## src/design/pmtc_pkg.sv

```systemverilog
// Package with constants for the packet modem task control block
package pmtc_pkg;
   // Host register addresses (two address inputs)
   localparam logic [1:0] ADDR_DATA    = 2'h0;
   localparam logic [1:0] ADDR_COMMAND = 2'h1;
   localparam logic [1:0] ADDR_MODE    = 2'h2;
   localparam logic [1:0] ADDR_CONTROL = 2'h3;
   // Command byte fields
   localparam int CMD_SYMBOL_BIT = 7;
   localparam int CMD_LEVEL_BIT  = 6;
   localparam int CMD_TASK_MSB   = 2;
   // Mode register fields
   localparam int MODE_TX_BIT    = 7;
   localparam int MODE_INTERRUPT_OUTPUT_ENABLE_BIT = 6;
   // Status register fields
   localparam int STAT_IRQ_BIT    = 7;
   localparam int STAT_VACANT_BIT = 6;
   // Task codes
   localparam logic [2:0] TASK_NOP    = 3'h0;
   localparam logic [2:0] TASK_CODE1  = 3'h1;
   localparam logic [2:0] TASK_CODE2  = 3'h2;
   localparam logic [2:0] TASK_CODE3  = 3'h3;
   localparam logic [2:0] TASK_CODE4  = 3'h4;
   localparam logic [2:0] TASK_CODE5  = 3'h5;
   localparam logic [2:0] TASK_NOP2   = 3'h6;
   localparam logic [2:0] TASK_CANCEL = 3'h7;
   // Buffer
   localparam int          BUF_BYTES = 12;
   localparam logic [3:0]  BUF_LAST  = 4'hB;
   // Symbol levels, signed 4-bit filter input code
   localparam logic [3:0]  LEVEL_MID = 4'h0;
   // Acquisition sequence lengths in steps
   localparam logic [2:0]  ACQ_STEPS = 3'h7;
   // Reset values
   localparam logic [7:0]  MODE_RESET    = 8'h00;
   localparam logic [7:0]  CONTROL_RESET = 8'h00;
   // Task state machine states, one-hot
   typedef enum logic [3:0]
   {
      ST_IDLE = 4'b0001,
      ST_LOAD = 4'b0010,
      ST_WAIT = 4'b0100,
      ST_FILL = 4'b1000
   } pmtc_state_t;
endpackage

```

## src/design/pmtc_acq_seq.sv

```systemverilog
// Acquisition sequencer: widest setting first, steps down to normal
`timescale 1ns/1ps
module pmtc_acq_seq
(
   // Clock and reset
   input  wire logic       mclk,
   input  wire logic       rst,
   // Control
   input  wire logic       restart,
   input  wire logic       step,
   input  wire logic [1:0] normal_setting,
   // Result
   output logic [2:0]      setting,
   output logic            busy
);
   logic [2:0] count_q;

   // Restart always wins so every request begins from the start
   always_ff @(posedge mclk)
   begin
      if (rst)
         count_q <= 3'h0;
      else if (restart)
         count_q <= pmtc_pkg::ACQ_STEPS;
      else if (step && count_q != 3'h0)
         count_q <= count_q - 3'h1;
   end

   // Setting never narrows below the configured normal value
   assign busy    = (count_q != 3'h0);
   assign setting = (count_q > {1'b0, normal_setting}) ? count_q : {1'b0, normal_setting};
endmodule

```

## src/design/pmtc_buffer.sv

```systemverilog
// Twelve byte block buffer, flip-flop storage addressed by index
`timescale 1ns/1ps
module pmtc_buffer
(
   // Clock
   input  wire logic       mclk,
   // Write port
   input  wire logic       wr_en,
   input  wire logic [3:0] wr_idx,
   input  wire logic [7:0] wr_data,
   // Read port
   input  wire logic [3:0] rd_idx,
   output logic [7:0]      rd_data
);
   logic [7:0] mem_q [pmtc_pkg::BUF_BYTES];

   // One generate entry per byte
   for (genvar i = 0; i < pmtc_pkg::BUF_BYTES; i++)
   begin : g_byte
      always_ff @(posedge mclk)
      begin
         if (wr_en && wr_idx == 4'(i))
            mem_q[i] <= wr_data;
      end
   end

   // Out-of-range index reads zero
   assign rd_data = (rd_idx <= pmtc_pkg::BUF_LAST) ? mem_q[rd_idx] : 8'h00;
endmodule

```

## src/design/pmtc_top.sv

```systemverilog
// Task dispatch and block buffer control of a four-level FSK packet modem
`timescale 1ns/1ps
module pmtc_top
(
   // Clock and reset
   input  wire logic       mclk,
   input  wire logic       rst,
   // Host bus
   input  wire logic       cs_n,
   input  wire logic       wr_n,
   input  wire logic       rd_n,
   input  wire logic [1:0] addr,
   input  wire logic [7:0] data_in,
   output logic [7:0]      data_out,
   output logic            data_oe_n,
   output logic            irq_n,
   // Interleave store (transmit)
   output logic [7:0]      ilv_data,
   output logic            ilv_valid,
   input  wire logic       ilv_ready,
   input  wire logic       tx_busy,
   // De-interleave store (receive)
   input  wire logic       dil_enough,
   input  wire logic [7:0] dil_data,
   input  wire logic       dil_valid,
   output logic            dil_take,
   output logic            dil_shift_en,
   input  wire logic [7:0] quality,
   // Datapath controls
   output logic [2:0]      task_code,
   output logic            task_start,
   output logic            task_abort,
   output logic [3:0]      tx_filter_level,
   output logic            tx_filter_override,
   output logic            quality_enable,
   output logic [2:0]      timing_loop_bandwidth,
   output logic            acquire_symbol_timing,
   output logic [2:0]      level_response_time,
   output logic            acquire_signal_levels,
   input  wire logic       symbol_tick
);
   ////////////////////////////////////////////////////////////////////////////
   // Host access decode
   logic       host_wr;
   logic       host_rd;
   logic       rd_q;
   logic [7:0] mode_q;
   logic [7:0] control_q;
   logic       tx_dir;
   logic       buffer_vacant_q;
   logic       irq_flag_q;
   logic [3:0] ptr_q;
   logic [3:0] eng_idx_q;
   logic [2:0] task_q;
   pmtc_pkg::pmtc_state_t state_q;
   logic       cmd_wr;
   logic [2:0] cmd_task;
   logic       cancel;
   logic       buf_wr_host;
   logic       buf_rd_host;
   logic       buf_wr;
   logic [3:0] buf_wr_idx;
   logic [7:0] buf_wr_data;
   logic [3:0] buf_rd_idx;
   logic [7:0] buf_rd_data;
   logic [7:0] status;

   // Strobes are sampled as levels on mclk, so a write counts once per low
   // cycle and the host must hold each write for exactly one cycle
   // Reads act once per strobe, on its leading edge
   assign host_wr = !cs_n && !wr_n;
   assign host_rd = !cs_n && !rd_n;
   assign tx_dir  = mode_q[pmtc_pkg::MODE_TX_BIT];

   always_ff @(posedge mclk)
   begin
      if (rst)
         rd_q <= 1'b0;
      else
         rd_q <= host_rd;
   end

   assign cmd_wr      = host_wr && addr == pmtc_pkg::ADDR_COMMAND;
   assign cmd_task    = data_in[pmtc_pkg::CMD_TASK_MSB:0];
   assign cancel      = cmd_wr && cmd_task == pmtc_pkg::TASK_CANCEL;
   assign buf_wr_host = host_wr && addr == pmtc_pkg::ADDR_DATA && !tx_dir ? 1'b0
                      : host_wr && addr == pmtc_pkg::ADDR_DATA;
   assign buf_rd_host = host_rd && !rd_q && addr == pmtc_pkg::ADDR_DATA && !tx_dir;

   ////////////////////////////////////////////////////////////////////////////
   // Write-only mode and control registers
   // Neither reads back; those addresses return quality or zero instead
   always_ff @(posedge mclk)
   begin
      if (rst)
      begin
         mode_q    <= pmtc_pkg::MODE_RESET;
         control_q <= pmtc_pkg::CONTROL_RESET;
      end
      else if (host_wr && addr == pmtc_pkg::ADDR_MODE)
         mode_q <= data_in;
      else if (host_wr && addr == pmtc_pkg::ADDR_CONTROL)
         control_q <= data_in;
   end

   ////////////////////////////////////////////////////////////////////////////
   // Buffer position pointer, one step per host buffer write in transmit or buffer read in receive
   // Saturating at the last byte keeps an over-long burst off byte 0
   always_ff @(posedge mclk)
   begin
      if (rst || cancel)
         ptr_q <= 4'h0;
      else if (cmd_wr && cmd_task != pmtc_pkg::TASK_NOP)
         ptr_q <= 4'h0;
      else if ((buf_wr_host || buf_rd_host) && ptr_q != pmtc_pkg::BUF_LAST)
         ptr_q <= ptr_q + 4'h1;
   end

   ////////////////////////////////////////////////////////////////////////////
   // Task acceptance
   // Only an idle block takes a task; cancel has its own path so that it
   // works in any state and is never reported as a started task
   logic task_accept;
   assign task_accept = cmd_wr
                     && state_q == pmtc_pkg::ST_IDLE
                     && cmd_task != pmtc_pkg::TASK_NOP
                     && cmd_task != pmtc_pkg::TASK_NOP2
                     && cmd_task != pmtc_pkg::TASK_CANCEL;

   ////////////////////////////////////////////////////////////////////////////
   // Task state machine
   // A task written while another runs is dropped: the host waits for the
   // vacant flag, so nothing is queued here
   // Host writes go to the pointer; engine fills by its own index
   always_ff @(posedge mclk)
   begin
      if (rst)
      begin
         state_q   <= pmtc_pkg::ST_IDLE;
         task_q    <= pmtc_pkg::TASK_NOP;
         eng_idx_q <= 4'h0;
      end
      else if (cancel)
      begin
         state_q   <= pmtc_pkg::ST_IDLE;
         task_q    <= pmtc_pkg::TASK_NOP;
         eng_idx_q <= 4'h0;
      end
      else
      begin
         case (state_q)
            pmtc_pkg::ST_IDLE:
            begin
               if (cmd_wr && cmd_task != pmtc_pkg::TASK_NOP
                   && cmd_task != pmtc_pkg::TASK_NOP2)
               begin
                  task_q    <= cmd_task;
                  eng_idx_q <= 4'h0;
                  state_q   <= tx_dir ? pmtc_pkg::ST_LOAD : pmtc_pkg::ST_WAIT;
               end
            end
            pmtc_pkg::ST_LOAD:
            begin
               // Stalls on ilv_ready when the store is still full
               if (ilv_ready)
               begin
                  if (eng_idx_q == pmtc_pkg::BUF_LAST)
                     state_q <= pmtc_pkg::ST_IDLE;
                  else
                     eng_idx_q <= eng_idx_q + 4'h1;
               end
            end
            pmtc_pkg::ST_WAIT:
            begin
               if (dil_enough)
                  state_q <= pmtc_pkg::ST_FILL;
            end
            pmtc_pkg::ST_FILL:
            begin
               // Receive always fills all twelve bytes before flagging
               if (dil_valid)
               begin
                  if (eng_idx_q == pmtc_pkg::BUF_LAST)
                     state_q <= pmtc_pkg::ST_IDLE;
                  else
                     eng_idx_q <= eng_idx_q + 4'h1;
               end
            end
            default:
               state_q <= pmtc_pkg::ST_IDLE;
         endcase
      end
   end

   ////////////////////////////////////////////////////////////////////////////
   // Buffer vacant and interrupt flags
   // Completion is the cycle in which the last byte moves
   logic task_done;
   assign task_done = (state_q == pmtc_pkg::ST_LOAD && ilv_ready
                       && eng_idx_q == pmtc_pkg::BUF_LAST)
                   || (state_q == pmtc_pkg::ST_FILL && dil_valid
                       && eng_idx_q == pmtc_pkg::BUF_LAST);

   // Completion and cancel set vacant ahead of a task write clearing it
   always_ff @(posedge mclk)
   begin
      if (rst)
         buffer_vacant_q <= 1'b1;
      else if (task_done || cancel)
         buffer_vacant_q <= 1'b1;
      else if (task_accept)
         buffer_vacant_q <= 1'b0;
   end

   // Interrupt flag clears on a status read; a set in the same cycle wins
   always_ff @(posedge mclk)
   begin
      if (rst)
         irq_flag_q <= 1'b0;
      else if (task_done)
         irq_flag_q <= 1'b1;
      else if (host_rd && !rd_q && addr == pmtc_pkg::ADDR_COMMAND)
         irq_flag_q <= 1'b0;
   end

   assign irq_n = !(irq_flag_q && mode_q[pmtc_pkg::MODE_INTERRUPT_OUTPUT_ENABLE_BIT]);

   ////////////////////////////////////////////////////////////////////////////
   // Block buffer
   // Host and engine share one write port; the engine writes only while
   // filling, and receive refuses host writes, so the two never collide
   assign buf_wr      = buf_wr_host || (state_q == pmtc_pkg::ST_FILL && dil_valid);
   assign buf_wr_idx  = (state_q == pmtc_pkg::ST_FILL) ? eng_idx_q : ptr_q;
   assign buf_wr_data = (state_q == pmtc_pkg::ST_FILL) ? dil_data : data_in;
   assign buf_rd_idx  = (state_q == pmtc_pkg::ST_LOAD) ? eng_idx_q : ptr_q;

   pmtc_buffer u_buffer
   (
      .mclk    (mclk),
      .wr_en   (buf_wr),
      .wr_idx  (buf_wr_idx),
      .wr_data (buf_wr_data),
      .rd_idx  (buf_rd_idx),
      .rd_data (buf_rd_data)
   );

   assign ilv_data  = buf_rd_data;
   assign ilv_valid = (state_q == pmtc_pkg::ST_LOAD);
   assign dil_take  = (state_q == pmtc_pkg::ST_FILL);

   ////////////////////////////////////////////////////////////////////////////
   // Read data, registered so the bus sees one steady byte per strobe
   // Status byte: interrupt and vacant flags, the rest reads as zero here
   always_comb
   begin
      status = 8'h00;
      status[pmtc_pkg::STAT_IRQ_BIT]    = irq_flag_q;
      status[pmtc_pkg::STAT_VACANT_BIT] = buffer_vacant_q;
   end

   always_ff @(posedge mclk)
   begin
      if (rst)
         data_out <= 8'h00;
      else if (host_rd && !rd_q)
      begin
         case (addr)
            pmtc_pkg::ADDR_DATA:    data_out <= tx_dir ? 8'h00 : buf_rd_data;
            pmtc_pkg::ADDR_COMMAND: data_out <= status;
            pmtc_pkg::ADDR_MODE:    data_out <= quality;
            default:                data_out <= 8'h00;
         endcase
      end
   end

   assign data_oe_n = !host_rd;

   ////////////////////////////////////////////////////////////////////////////
   // Datapath task outputs
   assign task_code  = task_q;
   assign task_start = task_accept;
   assign task_abort = cancel;

   // Idle behaviour per direction
   // The filter hold lets go as soon as the transmitter reports it is busy
   assign tx_filter_override = tx_dir && state_q == pmtc_pkg::ST_IDLE && !tx_busy;
   assign tx_filter_level    = pmtc_pkg::LEVEL_MID;
   assign quality_enable     = !tx_dir;
   assign dil_shift_en       = !tx_dir;

   ////////////////////////////////////////////////////////////////////////////
   // Acquisition sequencers, receive only
   // Both share the symbol tick; a restart mid-sequence starts from the widest
   logic aq_sym_restart;
   logic aq_lev_restart;
   assign aq_sym_restart = cmd_wr && !tx_dir && data_in[pmtc_pkg::CMD_SYMBOL_BIT];
   assign aq_lev_restart = cmd_wr && !tx_dir && data_in[pmtc_pkg::CMD_LEVEL_BIT];

   pmtc_acq_seq u_sym_acq
   (
      .mclk           (mclk),
      .rst            (rst),
      .restart        (aq_sym_restart),
      .step           (symbol_tick),
      .normal_setting (control_q[1:0]),
      .setting        (timing_loop_bandwidth),
      .busy           (acquire_symbol_timing)
   );

   pmtc_acq_seq u_lev_acq
   (
      .mclk           (mclk),
      .rst            (rst),
      .restart        (aq_lev_restart),
      .step           (symbol_tick),
      .normal_setting (control_q[3:2]),
      .setting        (level_response_time),
      .busy           (acquire_signal_levels)
   );
endmodule

```

## config.mk

```make
export PLATFORM = sky130hd
export DESIGN_NAME = pmtc_top
export DESIGN_NICKNAME = d
export VERILOG_FILES = /design/src/design/pmtc_pkg.sv /design/src/design/pmtc_acq_seq.sv /design/src/design/pmtc_buffer.sv /design/src/design/pmtc_top.sv
export SDC_FILE = /design/constraint.sdc
export NUM_CORES = 1
export LEC_CHECK = 0
export BUFFER_PORTS_ARGS = -buffer_cell sky130_fd_sc_hd__buf_2
export CAP_MARGIN = 0
export CORE_ASPECT_RATIO = 1.75
export CORE_UTILIZATION = 58
export DETAILED_ROUTE_END_ITERATION = 12
export PLACE_DENSITY = 0.79
export SLEW_MARGIN = 20
export SYNTH_ARGS = -nofsm -noshare
export SYNTH_HDL_FRONTEND = slang
export SYNTH_SLANG_ARGS = --single-unit
```

## constraint.sdc

```tcl
create_clock -name mclk -period 7.65 [get_ports mclk]
set_input_delay 0.765 -clock mclk [delete_from_list [all_inputs] [get_ports mclk]]
set_output_delay 0.765 -clock mclk [all_outputs]
set_load 0.02 [all_outputs]
```

Word level (Yosys, flattened, before mapping) --
Memories as Yosys holds them, arrays and structs flattened. Cells that the tools add are included.
Storage, ports and cells: flip-flop bits (word level) 44, RAM bits 96, output and inout bits 40, memories kept 1
Cells by class: add/subtract/negate cells 4, order comparisons 3, equality and inequality tests 27, mux-type cells 84, bitwise gates (word level) 1, reduce and logical (&&, ||, !) cells 83
Memory list:
- u_buffer.mem_q | words 12, bits a word 8, rd ports 1, clocked after memory_dff 0, wr ports 1, line pmtc_buffer.sv:15 | logic [7:0] mem_q [pmtc_pkg::BUF_BYTES];
Operator list (number):
- $mux W8 | 14
- $mux W4 | 22
- $reduce_or A8 Y1 | 11
- $logic_and A1 B1 Y1 | 43
- $mux W1 | 38
- $eq A4 B4 Y1 const B | 6
- $pmux W8 S3 | 1
- $mux W3 | 7
- $eq A4 B3 Y1 const B | 5
- $pmux W4 S4 | 1
- $eq A4 B2 Y1 const B | 3
- $pmux W4 S3 | 1
- $reduce_bool A3 Y1 | 4
- $add A4 B1 Y4 const B | 2
- $eq A4 B1 Y1 const B | 2
- $logic_not A1 Y1 | 8
- $reduce_and A4 Y1 | 2
- $gt A3 B2 Y1 | 2
- $ne A2 B2 Y1 const B | 3
- $ne A3 B3 Y1 const B | 2
- $reduce_bool A2 Y1 | 3
- $reduce_or A2 Y1 | 3
- $sub A3 B1 Y3 const B | 2
- $logic_or A1 B1 Y1 | 5
- other kinds (10) | 12

Longest topological paths before layout --
Gate-level depths: netlist (run 1).
depth in word-level cells 21, mapped depth 11

Hierarchy --
Synthesis (run 1) repeated with hierarchy kept, for this count alone.
Second synthesis, totals: cells, all modules 448, area total of the unflattened synthesis 6179.7 um^2
By module, submodules not included:
- pmtc_buffer | times used 1, cells an instance 174, area each 3751.1 um^2
- pmtc_top | times used 1, cells an instance 218, area each 1910.6 um^2
- pmtc_acq_seq | times used 2, cells an instance 28, area each 259.0 um^2

Worst setup path after synthesis (run 1) --
No wires, ideal clock.
path type register to output, start point register state_q[2], end point output ilv_data[6], arrival 2.624 ns, required time 6.885 ns, setup slack 4.261 ns, stages on the path, launching flop included 12, cell sequence dfxtp_1 buf_2 or4b_4 buf_6 mux2_4 buf_6 buf_6 buf_2 mux2i_1 mux2i_1 o211ai_1 o211ai_1
Between the ends: cells in the longest elaborated chain, start to end 4
Ends and longest elaborated chain:
- from (decl) | line pmtc_top.sv:55 | pmtc_pkg::pmtc_state_t state_q;
- from (signal assigned) | line pmtc_top.sv:139 | state_q <= pmtc_pkg::ST_IDLE;
- from (signal assigned) | line pmtc_top.sv:145 | state_q <= pmtc_pkg::ST_IDLE;
- from (signal assigned) | line pmtc_top.sv:159 | state_q <= tx_dir ? pmtc_pkg::ST_LOAD : pmtc_pkg::ST_WAIT;
- $eq A4 B2 Y1 * | line pmtc_top.sv:235 | assign buf_rd_idx = (state_q == pmtc_pkg::ST_LOAD) ? eng_idx_q : ptr_q;
- $mux W4 * | line pmtc_top.sv:235
- $mem_v2 Z12 W8 / $le A4 B4 Y1 (equally long branches)
- $mux W8 * | line pmtc_buffer.sv:28 | assign rd_data = (rd_idx <= pmtc_pkg::BUF_LAST) ? mem_q[rd_idx] : 8'h00;
- to (decl) | line pmtc_top.sv:18 | output logic [7:0] ilv_data,
Mark *: on every way between the ends. The rest lies on a longest branch, timed or not.

Worst setup path after layout (run 1) --
start point register state_q[1], end point output ilv_data[5]
Same word-level chain as after synthesis.

==> results of run 1 <==
per-stage QoR:
| step | area (um2) | power (uW) | worst slack [ps] |
|---|---|---|---|
| finish | 7440 | 1920 | 3430 |
| global route | 7440 | 1980 | 3300 |
| floorplan | 6450 | 1010 | 4260 |
| CTS | 7430 | 1920 | 3420 |
| global placement | 6810 | 1060 | 3960 |
| detailed placement | 6810 | 1080 | 3920 |
sequential cells by signal, indices dropped and copies added, names as in the netlist:
name / count
buffer_vacant_q: 1
control_q: 4
data_out: 8
eng_idx_q: 4
irq_flag_q: 1
mode_q: 2
ptr_q: 4
rd_q: 1
state_q: 4
task_code: 3
u_buffer.mem_q: 96
u_lev_acq.count_q: 3
u_sym_acq.count_q: 3
worst reg2reg max path, stage by stage, from the launching register on:
cell and delay (ps):
dfxtp_1 450, or4b_4 640, mux2_2 700, nor2_1 290, a31oi_1 340, nand3_1 190, a221oi_1 300
Yosys cell counts, drive strengths merged (2+ instances only):
| library cell | count | area (um2) |
|---|---|---|
| nor2b | 7 | 43.8 |
| a32oi | 2 | 17.5 |
| xor2 | 5 | 43.8 |
| nor3b | 4 | 30.0 |
| a2bb2oi | 4 | 35.0 |
| inv | 15 | 56.3 |
| o22ai | 4 | 25.0 |
| and2 | 2 | 12.5 |
| a221oi | 3 | 26.3 |
| nor4b | 3 | 26.3 |
| nand4 | 3 | 18.8 |
| edfxtp | 96 | 2880 |
| o21ai | 11 | 55.1 |
| or2 | 9 | 56.3 |
| clkbuf | 23 | 86.3 |
| mux2i | 37 | 370 |
| buf | 14 | 106 |
| o211ai | 7 | 52.6 |
| a21oi | 39 | 195 |
| mux4 | 7 | 158 |
| a31oi | 13 | 81.3 |
| nand2b | 8 | 50.1 |
| nand3 | 21 | 105 |
| nor3 | 6 | 30.0 |
| a22oi | 9 | 67.6 |
| ha | 10 | 125 |
| or3 | 4 | 25.0 |
| nand2 | 67 | 251 |
| xnor2 | 4 | 35.0 |
| nor2 | 55 | 206 |
| a222oi | 3 | 30.0 |
| mux2 | 16 | 184 |
| dfxtp | 38 | 761 |
| o221ai | 4 | 35.0 |
| nand3b | 2 | 15.0 |
| a32o | 2 | 20.0 |
| and3 | 5 | 31.3 |
| o221a | 3 | 33.8 |
where the power goes:
| group | total, uW | leakage [uW] | internal (uW) | switching (uW) |
|---|---|---|---|---|
| clock network | 855 | 0.000307 | 525 | 331 |
| registers | 813 | 0.00117 | 794 | 19.8 |
| logic | 249 | 0.00127 | 100 | 148 |
final cells by class:
class,instances,area share
multi-input cells,389,0.346
clock buffers,18,0.0577
well taps,130,0.0219
inverters,15,0.00757
flip-flops and latches,134,0.490
clock inverters,14,0.0259
repair buffers,74,0.0508
cell usage in the layout, fill, tap and decap left out, types with 3 or more instances in the layout:
| master | Yosys | layout |
|---|---|---|
| or3_1 | 4 | 4 |
| nor3b_1 | 4 | 4 |
| and3_1 | 5 | 5 |
| mux2i_1 | 37 | 36 |
| clkbuf_16 | 0 | 17 |
| buf_2 | 4 | 71 |
| xnor2_1 | 4 | 4 |
| a221oi_1 | 3 | 3 |
| a22oi_1 | 9 | 9 |
| nor2_1 | 55 | 55 |
| or2_2 | 9 | 9 |
| buf_4 | 5 | 3 |
| nor3_1 | 6 | 5 |
| o221a_2 | 3 | 3 |
| o221ai_1 | 4 | 4 |
| ha_1 | 10 | 10 |
| conb_1 | 1 | 4 |
| a21oi_1 | 39 | 39 |
| xor2_1 | 5 | 5 |
| a31oi_1 | 13 | 13 |
| inv_1 | 15 | 15 |
| nand4_1 | 3 | 3 |
| o21ai_0 | 10 | 10 |
| a222oi_1 | 3 | 3 |
| inv_8 | 0 | 4 |
| nand2_1 | 67 | 67 |
| nand3_1 | 21 | 21 |
| o211ai_1 | 7 | 7 |
| edfxtp_1 | 96 | 96 |
| nor2b_1 | 7 | 7 |
| o22ai_1 | 4 | 4 |
| a2bb2oi_1 | 4 | 4 |
| dfxtp_1 | 38 | 38 |
| nand2b_1 | 8 | 8 |
| bufinv_16 | 0 | 3 |
| clkinv_4 | 0 | 4 |
| mux2_2 | 15 | 15 |
| mux4_2 | 7 | 7 |
worst paths after layout:
| check | from | end | slack [ps] | cells past startpoint |
|---|---|---|---|---|
| hold reg to reg | task_code[0] | task_code[0] | 470 | 2 |
| setup / recovery | state_q[1] | ilv_data[5] | 3430 | 7 |
| setup reg to reg | state_q[1] | data_out[5] | 4660 | 6 |
| hold / removal | task_code[0] | task_code[0] | 470 | 2 |
layer usage:
layer  up-vias  wire [um]  part of all wire
met2       266       8760              0.52
met3        69       1280             0.076
met4         0        877             0.052
met5         -          0                 0
met1      2359       5870              0.35
li1       2223          -                 -
logic make-up after synthesis:
logic type,Yosys count,share of synthesized area
muxes,60,0.111
xor gates and xnor gates,9,0.0122
adders and majority gates,10,0.0194
buffers and inverters,52,0.0386
other,1,0.000582
AOI/OAI and AO/OA,109,0.111
DFF,134,0.566
and+or+nand+nor,197,0.142
==> impl_metrics.sql, run 1 <==
INSERT INTO impl_metrics (metric_group, metric, value, unit) VALUES
('sta', 'timing_max_transition_violations_final', '0', ''),
('clocking', 'cts.htree.levels', '4', ''),
('grt', 'first_global_vias', '4870', ''),
('sta', 'final.setup.tns', '0', 'ps'),
('sta', 'timing.final.hold_violations', '0', ''),
('clocking', 'cts.sinks', '134', ''),
('grt', 'grt_util_all_layers', '0.306', ''),
('drt', 'routedWlPerCell', '21.7', 'um'),
('yosys', 'ys_seq_elements', '134', ''),
('grt', 'global_route.usage.met3', '0.0785', ''),
('min_path', 'hp-class', 'flip-flop to flip-flop', ''),
('clocking', 'postCtsSetupBuffers', '0', ''),
('critical_path', 'cp.arrival', '3460', 'ps'),
('drt', 'drt_iter0_drc', '453', ''),
('sta', 'post-route-min-period', '4220', 'ps'),
('die', 'initial_core_util', '0.599', ''),
('place', 'io_buffers', '71', ''),
('grt', 'grt_use_met1', '0.333', ''),
('power_and_ir_drop', 'cellPowerDensity', '258', 'nW/um2'),
('clocking', 'clock_tree_from_tritoncts', 'done', ''),
('clocking', 'cts-buffers-inserted', '17', ''),
('clocking', 'post_cts.resized_instances', '0', ''),
('die', 'floorplan.io_pins', '76', ''),
('final_layout', 'finish.cell_count_without_fillers', '774', ''),
('die', 'fp.dieH', '141', 'um'),
('run', 'max_cap_violations', '0', ''),
('place', 'place_congestion', '0.936', ''),
('yosys', 'synthesis.area_per_instance', '11.3', 'um2'),
('drt', 'via_count', '4917', ''),
('yosys', 'syn_area', '6440', 'um2'),
('final_layout', 'nFillCells', '791', ''),
('critical_path', 'critical_path_buf_inv_count', '1', ''),
('critical_path', 'cp-end-kind', 'primary output', ''),
('sta', 'holdWs', '468', 'ps'),
('power_and_ir_drop', 'power.leakage', '0.00275', 'uW'),
('critical_path', 'path_max_fanout', '34', ''),
('grt', 'grt_first_pass_wirelength', '25200', 'um'),
('die', 'die_area', '11500', 'um2'),
('grt', 'gr-usage-met2', '0.523', ''),
('die', 'floorplan.rows', '50', ''),
('grt', 'antenna_violations_before_repair', '0', ''),
('outcome', 'run_status', 'finished, final reports clean', ''),
('final_layout', 'fin_nets', '677', ''),
('clocking', 'clk_latency', '420', 'ps'),
('drt', 'ant_nets', '0', ''),
('final_layout', 'final_core_utilization', '0.691', ''),
('grt', 'global_route.peak_usage_layer', 'met2', ''),
('final_layout', 'register_area', '3640', 'um2'),
('drt', 'viasPerCell', '6.35', ''),
('critical_path', 'timing.critical_path.slowest_stage_cell', 'or4b_4', ''),
('grt', 'pin_count_of_the_biggest_net_entering_global_routing', '35', ''),
('final_layout', 'multiInputGateArea', '2580', 'um2'),
('sta', 'fmax', '0.237', 'GHz'),
('yosys', 'ys_types', '50', ''),
('final_layout', 'insertedDiodeCount', '0', ''),
('yosys', 'synth_enable_flop_cells', '96', ''),
('final_layout', 'syn_to_final_growth', '15.5', '%'),
('final_layout', 'layout-drive-gt1-share', '0.225', ''),
('sta', 'max_slew.worst_pin.slew', '1060', 'ps'),
('critical_path', 'worst_ep_required_time', '6880', 'ps'),
('critical_path', 'family_of_cells_with_the_greatest_summed_delay_on_the_critical_path', 'multiplexers', ''),
('sta', 'fin_worst_skew', '10.4', 'ps'),
('sta', 'timing.final.setup_violations', '0', ''),
('yosys', 'synth_flop_cell', 'edfxtp_1', ''),
('yosys', 'synth.yosys.seq_area_share', '0.566', ''),
('drt', 'routed_wirelength', '16800', 'um'),
('yosys', 'yosysWarningCount', '0', ''),
('sta', 'slew_headroom', '0.291', ''),
('place', 'dpl.cell_count', '742', ''),
('clocking', 'cts_hold_buffers', '0', ''),
('critical_path', 'startpoint_type', 'flip-flop', '');
No activity file was read; power rests on OpenSTA's default activity.
==> run 2: changes to the inputs <==
--- a/config.mk
+++ b/config.mk
@@ -8,9 +8,9 @@
 export BUFFER_PORTS_ARGS = -buffer_cell sky130_fd_sc_hd__buf_2
 export CAP_MARGIN = 0
 export CORE_ASPECT_RATIO = 1.75
-export CORE_UTILIZATION = 58
+export CORE_UTILIZATION = 53
 export DETAILED_ROUTE_END_ITERATION = 12
-export PLACE_DENSITY = 0.79
+export PLACE_DENSITY = 0.76
 export SLEW_MARGIN = 20
 export SYNTH_ARGS = -nofsm -noshare
 export SYNTH_HDL_FRONTEND = slang
==> constraint.sdc (replaced) <==
create_clock -name mclk -period 3.58 [get_ports mclk]
set_input_delay 0.358 -clock mclk [delete_from_list [all_inputs] [get_ports mclk]]
set_output_delay 0.358 -clock mclk [all_outputs]
set_load 0.02 [all_outputs]
==> run 2 against run 1 <==
  * Die area grew 9.2%
  * Flip-flop and latch count is the same
  * Sequential power is 110% higher
  * Critical path type unchanged
  * First-iteration DRC count grew 14%
  * Combinational power grew 120%
  * Largest power group unchanged
==> impl_metrics.sql, run 2 (synthesized netlist as in run 1, its figures left out) <==
INSERT INTO impl_metrics (metric_group, metric, value, unit) VALUES
('power_and_ir_drop', 'power.share.sequential', '0.430', ''),
('die', 'fp.dieH', '148', 'um'),
('grt', 'first_global_vias', '4932', ''),
('drt', 'routed_wirelength', '16400', 'um'),
('critical_path', 'path_max_fanout', '9', ''),
('critical_path', 'critical-path-max-stage-delay', '610', 'ps'),
('min_path', 'hold-path-endpoint', 'rd_q', ''),
('power_and_ir_drop', 'internal-power', '3000', 'uW'),
('outcome', 'run_status', 'finished, final reports clean', ''),
('final_layout', 'multiInputGateArea', '2570', 'um2'),
('clocking', 'clk_latency', '420', 'ps'),
('grt', 'grt_util_all_layers', '0.270', ''),
('sta', 'final.setup.tns', '0', 'ps'),
('drt', 'viasPerCell', '6.26', ''),
('die', 'die_width', '85.3', 'um'),
('final_layout', 'final_core_utilization', '0.642', ''),
('grt', 'grt_remaining_overflow', '0', ''),
('sta', 'fin_worst_skew', '7.84', 'ps'),
('critical_path', 'crit-reg2reg-launch', 'state_q[3]', ''),
('die', 'floorplan.io_pins', '76', ''),
('clocking', 'cts.sinks', '134', ''),
('critical_path', 'family_of_cells_with_the_greatest_summed_delay_on_the_critical_path', 'simple AND/OR/NAND/NOR gates', ''),
('power_and_ir_drop', 'power.leakage', '0.00280', 'uW'),
('critical_path', 'crit_path_cell_trace', 'or4b_4 -> buf_4 -> mux2_2 -> nor2_1 -> a2bb2oi_1 -> nand3_1 -> o221ai_1 -> buf_2', ''),
('run', 'max_cap_violations', '0', ''),
('drt', 'detailed_router_iteration_count_before_antenna_repair', '7', ''),
('die', 'design.core.area', '11700', 'um2'),
('critical_path', 'path_class', 'flip-flop to primary output', ''),
('sta', 'timing_max_transition_violations_final', '0', ''),
('final_layout', 'most_frequent_cells_in_the_layout', 'edfxtp_1 (96), buf_2 (71), nand2_1 (67), nor2_1 (54), a21oi_1 (39)', ''),
('critical_path', 'ff2ff_path_depth', '5', ''),
('final_layout', 'register_area', '3640', 'um2'),
('power_and_ir_drop', 'combPwrFrac', '0.134', ''),
('grt', 'pin_count_of_the_biggest_net_entering_global_routing', '27', ''),
('sta', 'post-route-period-util', '0.987', ''),
('final_layout', 'insertedDiodeCount', '0', ''),
('final_layout', 'finish.cell_count_without_fillers', '789', ''),
('critical_path', 'critical_path_buf_inv_count', '2', ''),
('final_layout', 'fin_nets', '687', ''),
('power_and_ir_drop', 'power_frac_clock', '0.436', ''),
('grt', 'grt_first_pass_wirelength', '25300', 'um'),
('place', 'io_buffers', '71', ''),
('place', 'dpl.cell_count', '753', ''),
('clocking', 'clock_tree_from_tritoncts', 'done', ''),
('sta', 'slew_headroom', '0.379', ''),
('final_layout', 'most_common_cell_after_layout_fill_and_taps_aside', 'edfxtp_1', ''),
('critical_path', 'worst_ep_required_time', '3220', 'ps'),
('sta', 'setup_ws', '45.0', 'ps'),
('final_layout', 'layout-drive-gt1-share', '0.237', ''),
('drt', 'routedWlPerCell', '20.8', 'um'),
('sta', 'timing.final.setup_violations', '0', ''),
('critical_path', 'cp.arrival', '3180', 'ps'),
('sta', 'timing.final.hold_violations', '0', ''),
('clocking', 'cts.htree.levels', '4', ''),
('sta', 'post-route-min-period', '3530', 'ps'),
('final_layout', 'nFillCells', '867', ''),
('place', 'place_congestion', '0.878', ''),
('critical_path', 'regToRegEndpoint', 'u_buffer.mem_q[3][5]', ''),
('place', 'pre_cts_slack', '319', 'ps'),
('die', 'die_area', '12600', 'um2'),
('final_layout', 'syn_to_final_growth', '16.6', '%'),
('critical_path', 'r2r_setup_slack', '770', 'ps'),
('die', 'initial_core_util', '0.550', ''),
('min_path', 'hold_path_startpoint', 'rd_n', ''),
('power_and_ir_drop', 'irDropWorstVdd', '0.343', 'mV'),
('power_and_ir_drop', 'power.switching_fraction', '0.258', ''),
('clocking', 'cts_hold_buffers', '0', ''),
('grt', 'antenna_violations_before_repair', '0', ''),
('critical_path', 'startpoint_type', 'flip-flop', ''),
('clocking', 'cts.clk_slew.worst_paths', '60', 'ps'),
('clocking', 'clock-root-buffer', 'clkbuf_16', ''),
('drt', 'ant_nets', '0', ''),
('min_path', 'worst_hold_path.num_cells', '3', ''),
('final_layout', 'largest_register_ff_count', '96', ''),
('drt', 'drt_iter0_drc', '518', ''),
('place', 'place_hpwl', '11800', 'um'),
('clocking', 'ctsLongestPathBuffers', '2', ''),
('min_path', 'hp-class', 'primary input to flip-flop', ''),
('final_layout', 'regMostFlops', 'u_buffer.mem_q', ''),
('power_and_ir_drop', 'netSwitchingPower', '1040', 'uW'),
('power_and_ir_drop', 'cellPowerDensity', '538', 'nW/um2'),
('critical_path', 'cp-end-kind', 'primary output', ''),
('sta', 'fmax', '0.283', 'GHz'),
('sta', 'max_slew.worst_pin.slew', '919', 'ps'),
('clocking', 'cts-buffers-inserted', '17', ''),
('final_layout', 'largestRegisters', 'u_buffer.mem_q: 96 flops, data_out: 8 flops', ''),
('drt', 'via_count', '4938', ''),
('critical_path', 'timing.critical_path.slowest_stage_cell', 'or4b_4', ''),
('die', 'floorplan.rows', '52', ''),
('drt', 'route.detailed.drc', '0', '');
## run 2: cell count changes in the layout (fill, tap and decap cells not counted), moves of 2 or more
cell | before | now
clkinv_4 | 4 | 2
bufinv_16 | 3 | 1
inv_8 | 4 | 0
buf_4 | 3 | 11
clkbuf_16 | 17 | 20
inv_6 | 2 | 4
## run 2: worst reg2reg max path: stages, from the launching register on
cell     delay [ps]
dfxtp_1         460
nor4b_2         460
buf_4           360
a21oi_1         100
or2_2           320
nor2_1          730
## run 2: cell type report
cell class | count | area share
inverter | 15 | 0.00749
clock buffer | 21 | 0.0671
clock inverter | 11 | 0.0142
multi-input combinational | 389 | 0.342
timing repair buffer | 84 | 0.0618
sequential | 134 | 0.485
tap | 135 | 0.0225
## run 2: power groups by stage
stage               logic, uW  registers (uW)  clock network (uW)
floorplan                 408            1750                   0
global placement          511            1770                   0
detailed placement        533            1770                   0
CTS                       540            1740                1760
global route              604            1750                1820
finish                    542            1740                1760
## run 2: metrics by stage
stage	cell area, um2	hold WS (ps)	power [uW]
detailed placement	6860	444	2310
global placement	6860	443	2280
finish	7510	223	4050
floorplan	6450	445	2160
global route	7510	230	4170
CTS	7490	209	4050
## run 2: per-layer routing
layer | routed length, um | up-vias | GRT usage
li1 | - | 2247 | -
met2 | 8790 | 273 | 0.492
met1 | 5640 | 2360 | 0.272
met3 | 1120 | 58 | 0.0670
met4 | 816 | 0 | 0.164
met5 | 0 | - | 0
## run 2: timing repair
action | 4_1_cts | 5_1_grt
endpoints found under the hold margin | 0 | 0
resized for setup | 1 | 4
endpoints found under the setup margin | 2 | 7
buffers inserted | 2 | 2
## run 2: how the worst max path moves through the flow
stage                     startpoint     endpoint  slack, ps  depth (start not counted)
after floorplan           state_q[2]  ilv_data[6]        600                         11
after detailed placement  state_q[1]  ilv_data[3]        320                          8
final                     state_q[0]  ilv_data[5]         50                          8
after global placement    state_q[1]  ilv_data[3]        400                          8
after CTS                 state_q[1]  ilv_data[3]         30                          8
after global routing      state_q[0]  ilv_data[3]        -20                          8
==> run 3: changes to the inputs <==
--- a/config.mk
+++ b/config.mk
@@ -10,7 +10,9 @@
 export CORE_ASPECT_RATIO = 1.75
 export CORE_UTILIZATION = 53
 export DETAILED_ROUTE_END_ITERATION = 12
+export HOLD_SLACK_MARGIN = 0.02
 export PLACE_DENSITY = 0.76
+export RECOVER_POWER = 100
 export SLEW_MARGIN = 20
 export SYNTH_ARGS = -nofsm -noshare
 export SYNTH_HDL_FRONTEND = slang
==> run 3 against run 2 <==
  * Clock power hardly changed
  * Sequential power about the same
  * Maximum frequency about the same
  * First-iteration DRC count is 6.0% higher
  * Combinational power fell by 3%
  * Sequential share of layout area up 0.33 points
  * Critical path type unchanged
  * Flip-flop and latch count unchanged
  * Highest routed layer unchanged
  * Via count grew 0.26%
  * Final cell count unchanged
  * Non-clock buffer count did not move
==> impl_metrics.sql, run 3 (synthesized netlist as in run 1, its figures left out) <==
INSERT INTO impl_metrics (metric_group, metric, value, unit) VALUES
('clocking', 'cts.sinks', '134', ''),
('drt', 'routedWlPerCell', '20.7', 'um'),
('die', 'initial_core_util', '0.550', ''),
('place', 'place_hpwl', '11800', 'um'),
('final_layout', 'total_non_filler_cell_area_in_the_finished_layout', '7460', 'um2'),
('grt', 'grt_util_all_layers', '0.270', ''),
('sta', 'timing.final.hold_violations', '0', ''),
('die', 'die_width', '85.3', 'um'),
('critical_path', 'critical_path_buf_inv_count', '2', ''),
('grt', 'antenna_violations_before_repair', '0', ''),
('final_layout', 'multiInputGateArea', '2560', 'um2'),
('critical_path', 'family_of_cells_with_the_greatest_summed_delay_on_the_critical_path', 'simple AND/OR/NAND/NOR gates', ''),
('clocking', 'clock_tree_from_tritoncts', 'done', ''),
('die', 'floorplan.io_pins', '76', ''),
('critical_path', 'critical_path_origin', 'state_q[2]', ''),
('final_layout', 'insertedDiodeCount', '0', ''),
('sta', 'fin_worst_skew', '7.27', 'ps'),
('drt', 'viasPerCell', '6.28', ''),
('critical_path', 'path_class', 'flip-flop to primary output', ''),
('die', 'die_area', '12600', 'um2'),
('drt', 'detailed_router_iteration_count_before_antenna_repair', '6', ''),
('critical_path', 'crit_path_cell_trace', 'or4b_4 -> buf_4 -> mux2_2 -> nor2_1 -> a2bb2oi_1 -> nand3_1 -> o221ai_1 -> buf_2', ''),
('clocking', 'clk_latency', '420', 'ps'),
('sta', 'max_slew.worst_pin.slew', '1220', 'ps'),
('sta', 'timing.final.setup_violations', '0', ''),
('critical_path', 'cp-end-kind', 'primary output', ''),
('final_layout', 'largest_register_ff_count', '96', ''),
('sta', 'fmax', '0.283', 'GHz'),
('drt', 'drt_iter0_drc', '549', ''),
('clocking', 'cts.clk_slew.worst_paths', '60', 'ps'),
('critical_path', 'critical-path-max-stage-delay', '590', 'ps'),
('outcome', 'run_status', 'finished, final reports clean', ''),
('final_layout', 'fin_nets', '687', ''),
('final_layout', 'most_frequent_cells_in_the_layout', 'edfxtp_1 (96), nand2_1 (67), nor2_1 (54), a21oi_1 (39), buf_2 (38)', ''),
('clocking', 'cts.htree.levels', '4', ''),
('critical_path', 'worst_ep_required_time', '3220', 'ps'),
('final_layout', 'regMostFlops', 'u_buffer.mem_q', ''),
('power_and_ir_drop', 'cellPowerDensity', '540', 'nW/um2'),
('grt', 'first_global_vias', '4932', ''),
('final_layout', 'layout-drive-gt1-share', '0.176', ''),
('final_layout', 'register_area', '3640', 'um2'),
('drt', 'via_count', '4951', ''),
('drt', 'ant_nets', '0', ''),
('power_and_ir_drop', 'irDropWorstVdd', '0.348', 'mV'),
('place', 'area_post_placement', '6860', 'um2'),
('grt', 'global_route.peak_usage_layer', 'met2', ''),
('place', 'pre_cts_slack', '319', 'ps'),
('place', 'place_congestion', '0.878', ''),
('sta', 'post-route-min-period', '3530', 'ps'),
('sta', 'post-route-period-util', '0.987', ''),
('min_path', 'worst_hold_path.num_cells', '3', ''),
('critical_path', 'timing.critical_path.slowest_stage_cell', 'or4b_4', ''),
('clocking', 'ctsLongestPathBuffers', '2', ''),
('die', 'design.core.area', '11700', 'um2'),
('drt', 'routed_wirelength', '16400', 'um'),
('sta', 'slew_headroom', '0.183', ''),
('sta', 'timing_max_transition_violations_final', '0', ''),
('critical_path', 'startpoint_type', 'flip-flop', ''),
('final_layout', 'nFillCells', '899', ''),
('final_layout', 'largestRegisters', 'u_buffer.mem_q: 96 flops, data_out: 8 flops', ''),
('sta', 'setup_ws', '46.1', 'ps'),
('critical_path', 'r2r_setup_slack', '480', 'ps'),
('grt', 'grt_first_pass_wirelength', '25300', 'um'),
('critical_path', 'crit-reg2reg-launch', 'state_q[3]', ''),
('final_layout', 'most_common_cell_after_layout_fill_and_taps_aside', 'edfxtp_1', ''),
('min_path', 'hp-class', 'primary input to flip-flop', ''),
('power_and_ir_drop', 'power.leakage', '0.00269', 'uW'),
('critical_path', 'ff2ff_path_depth', '5', ''),
('grt', 'grt_remaining_overflow', '0', ''),
('critical_path', 'path_max_fanout', '9', ''),
('grt', 'grt_use_met1', '0.272', ''),
('sta', 'final.setup.tns', '0', 'ps'),
('clocking', 'clock-root-buffer', 'clkbuf_16', ''),
('critical_path', 'cp.arrival', '3180', 'ps'),
('place', 'io_buffers', '71', ''),
('grt', 'pin_count_of_the_biggest_net_entering_global_routing', '27', ''),
('die', 'floorplan.rows', '52', ''),
('drt', 'route.detailed.drc', '0', ''),
('power_and_ir_drop', 'power', '4030', 'uW'),
('run', 'max_cap_violations', '0', ''),
('final_layout', 'syn_to_final_growth', '15.9', '%'),
('grt', 'global_route.usage.met3', '0.0670', ''),
('critical_path', 'regToRegEndpoint', 'u_buffer.mem_q[3][0]', ''),
('clocking', 'cts_hold_buffers', '0', ''),
('die', 'fp.dieH', '148', 'um'),
('sta', 'holdWs', '225', 'ps'),
('min_path', 'hold-path-endpoint', 'mode_q[6]', ''),
('clocking', 'cts-buffers-inserted', '17', ''),
('min_path', 'hold_path_startpoint', 'data_in[6]', ''),
('grt', 'gr-usage-met2', '0.492', '');
-- run 3: per-layer routing --
| metal | part of all wire | up-vias |
|---|---|---|
| li1 | - | 2249 |
| met1 | 0.35 | 2362 |
| met2 | 0.54 | 280 |
| met3 | 0.064 | 60 |
| met4 | 0.050 | 0 |
| met5 | 0 | - |
-- run 3: worst min-delay path: cells and delay by family --
kind	cells	cell delay [ps]
and+or+nand+nor	1	80
buffers and inverters	1	100
muxes	1	70
-- run 3: area by class of cell --
type,instances,area share
Tap cell,135,0.0226
Clock buffer,21,0.0675
Timing Repair Buffer,84,0.0563
Clock inverter,11,0.0142
Inverter,15,0.00754
Sequential cell,134,0.488
Multi-Input combinational cell,389,0.343
-- run 3: repair_timing --
action	4_1_cts	5_1_grt
buffers inserted	2	2
resized for setup	1	4
endpoints found under the setup margin	2	7
-- run 3: power by group --
| part | leakage [uW] | switching [uW] | total, uW | internal [uW] |
|---|---|---|---|---|
| combinational | 0.00122 | 325 | 526 | 201 |
| sequential | 0.00117 | 43.9 | 1740 | 1700 |
| clock | 0.000301 | 675 | 1760 | 1090 |
-- run 3: how the worst max path moves through the flow --
stage | end | cells past startpoint
after floorplan | ilv_data[6] | 11
after global placement | ilv_data[3] | 8
after detailed placement | ilv_data[3] | 8
after CTS | ilv_data[3] | 8
after global routing | ilv_data[4] | 8
final | ilv_data[5] | 8
-- run 3: stage by stage --
step	cells	utilization
CTS	787	0.639
global placement	753	0.586
finish	789	0.637
detailed placement	753	0.586
floorplan	575	-
global route	789	0.637
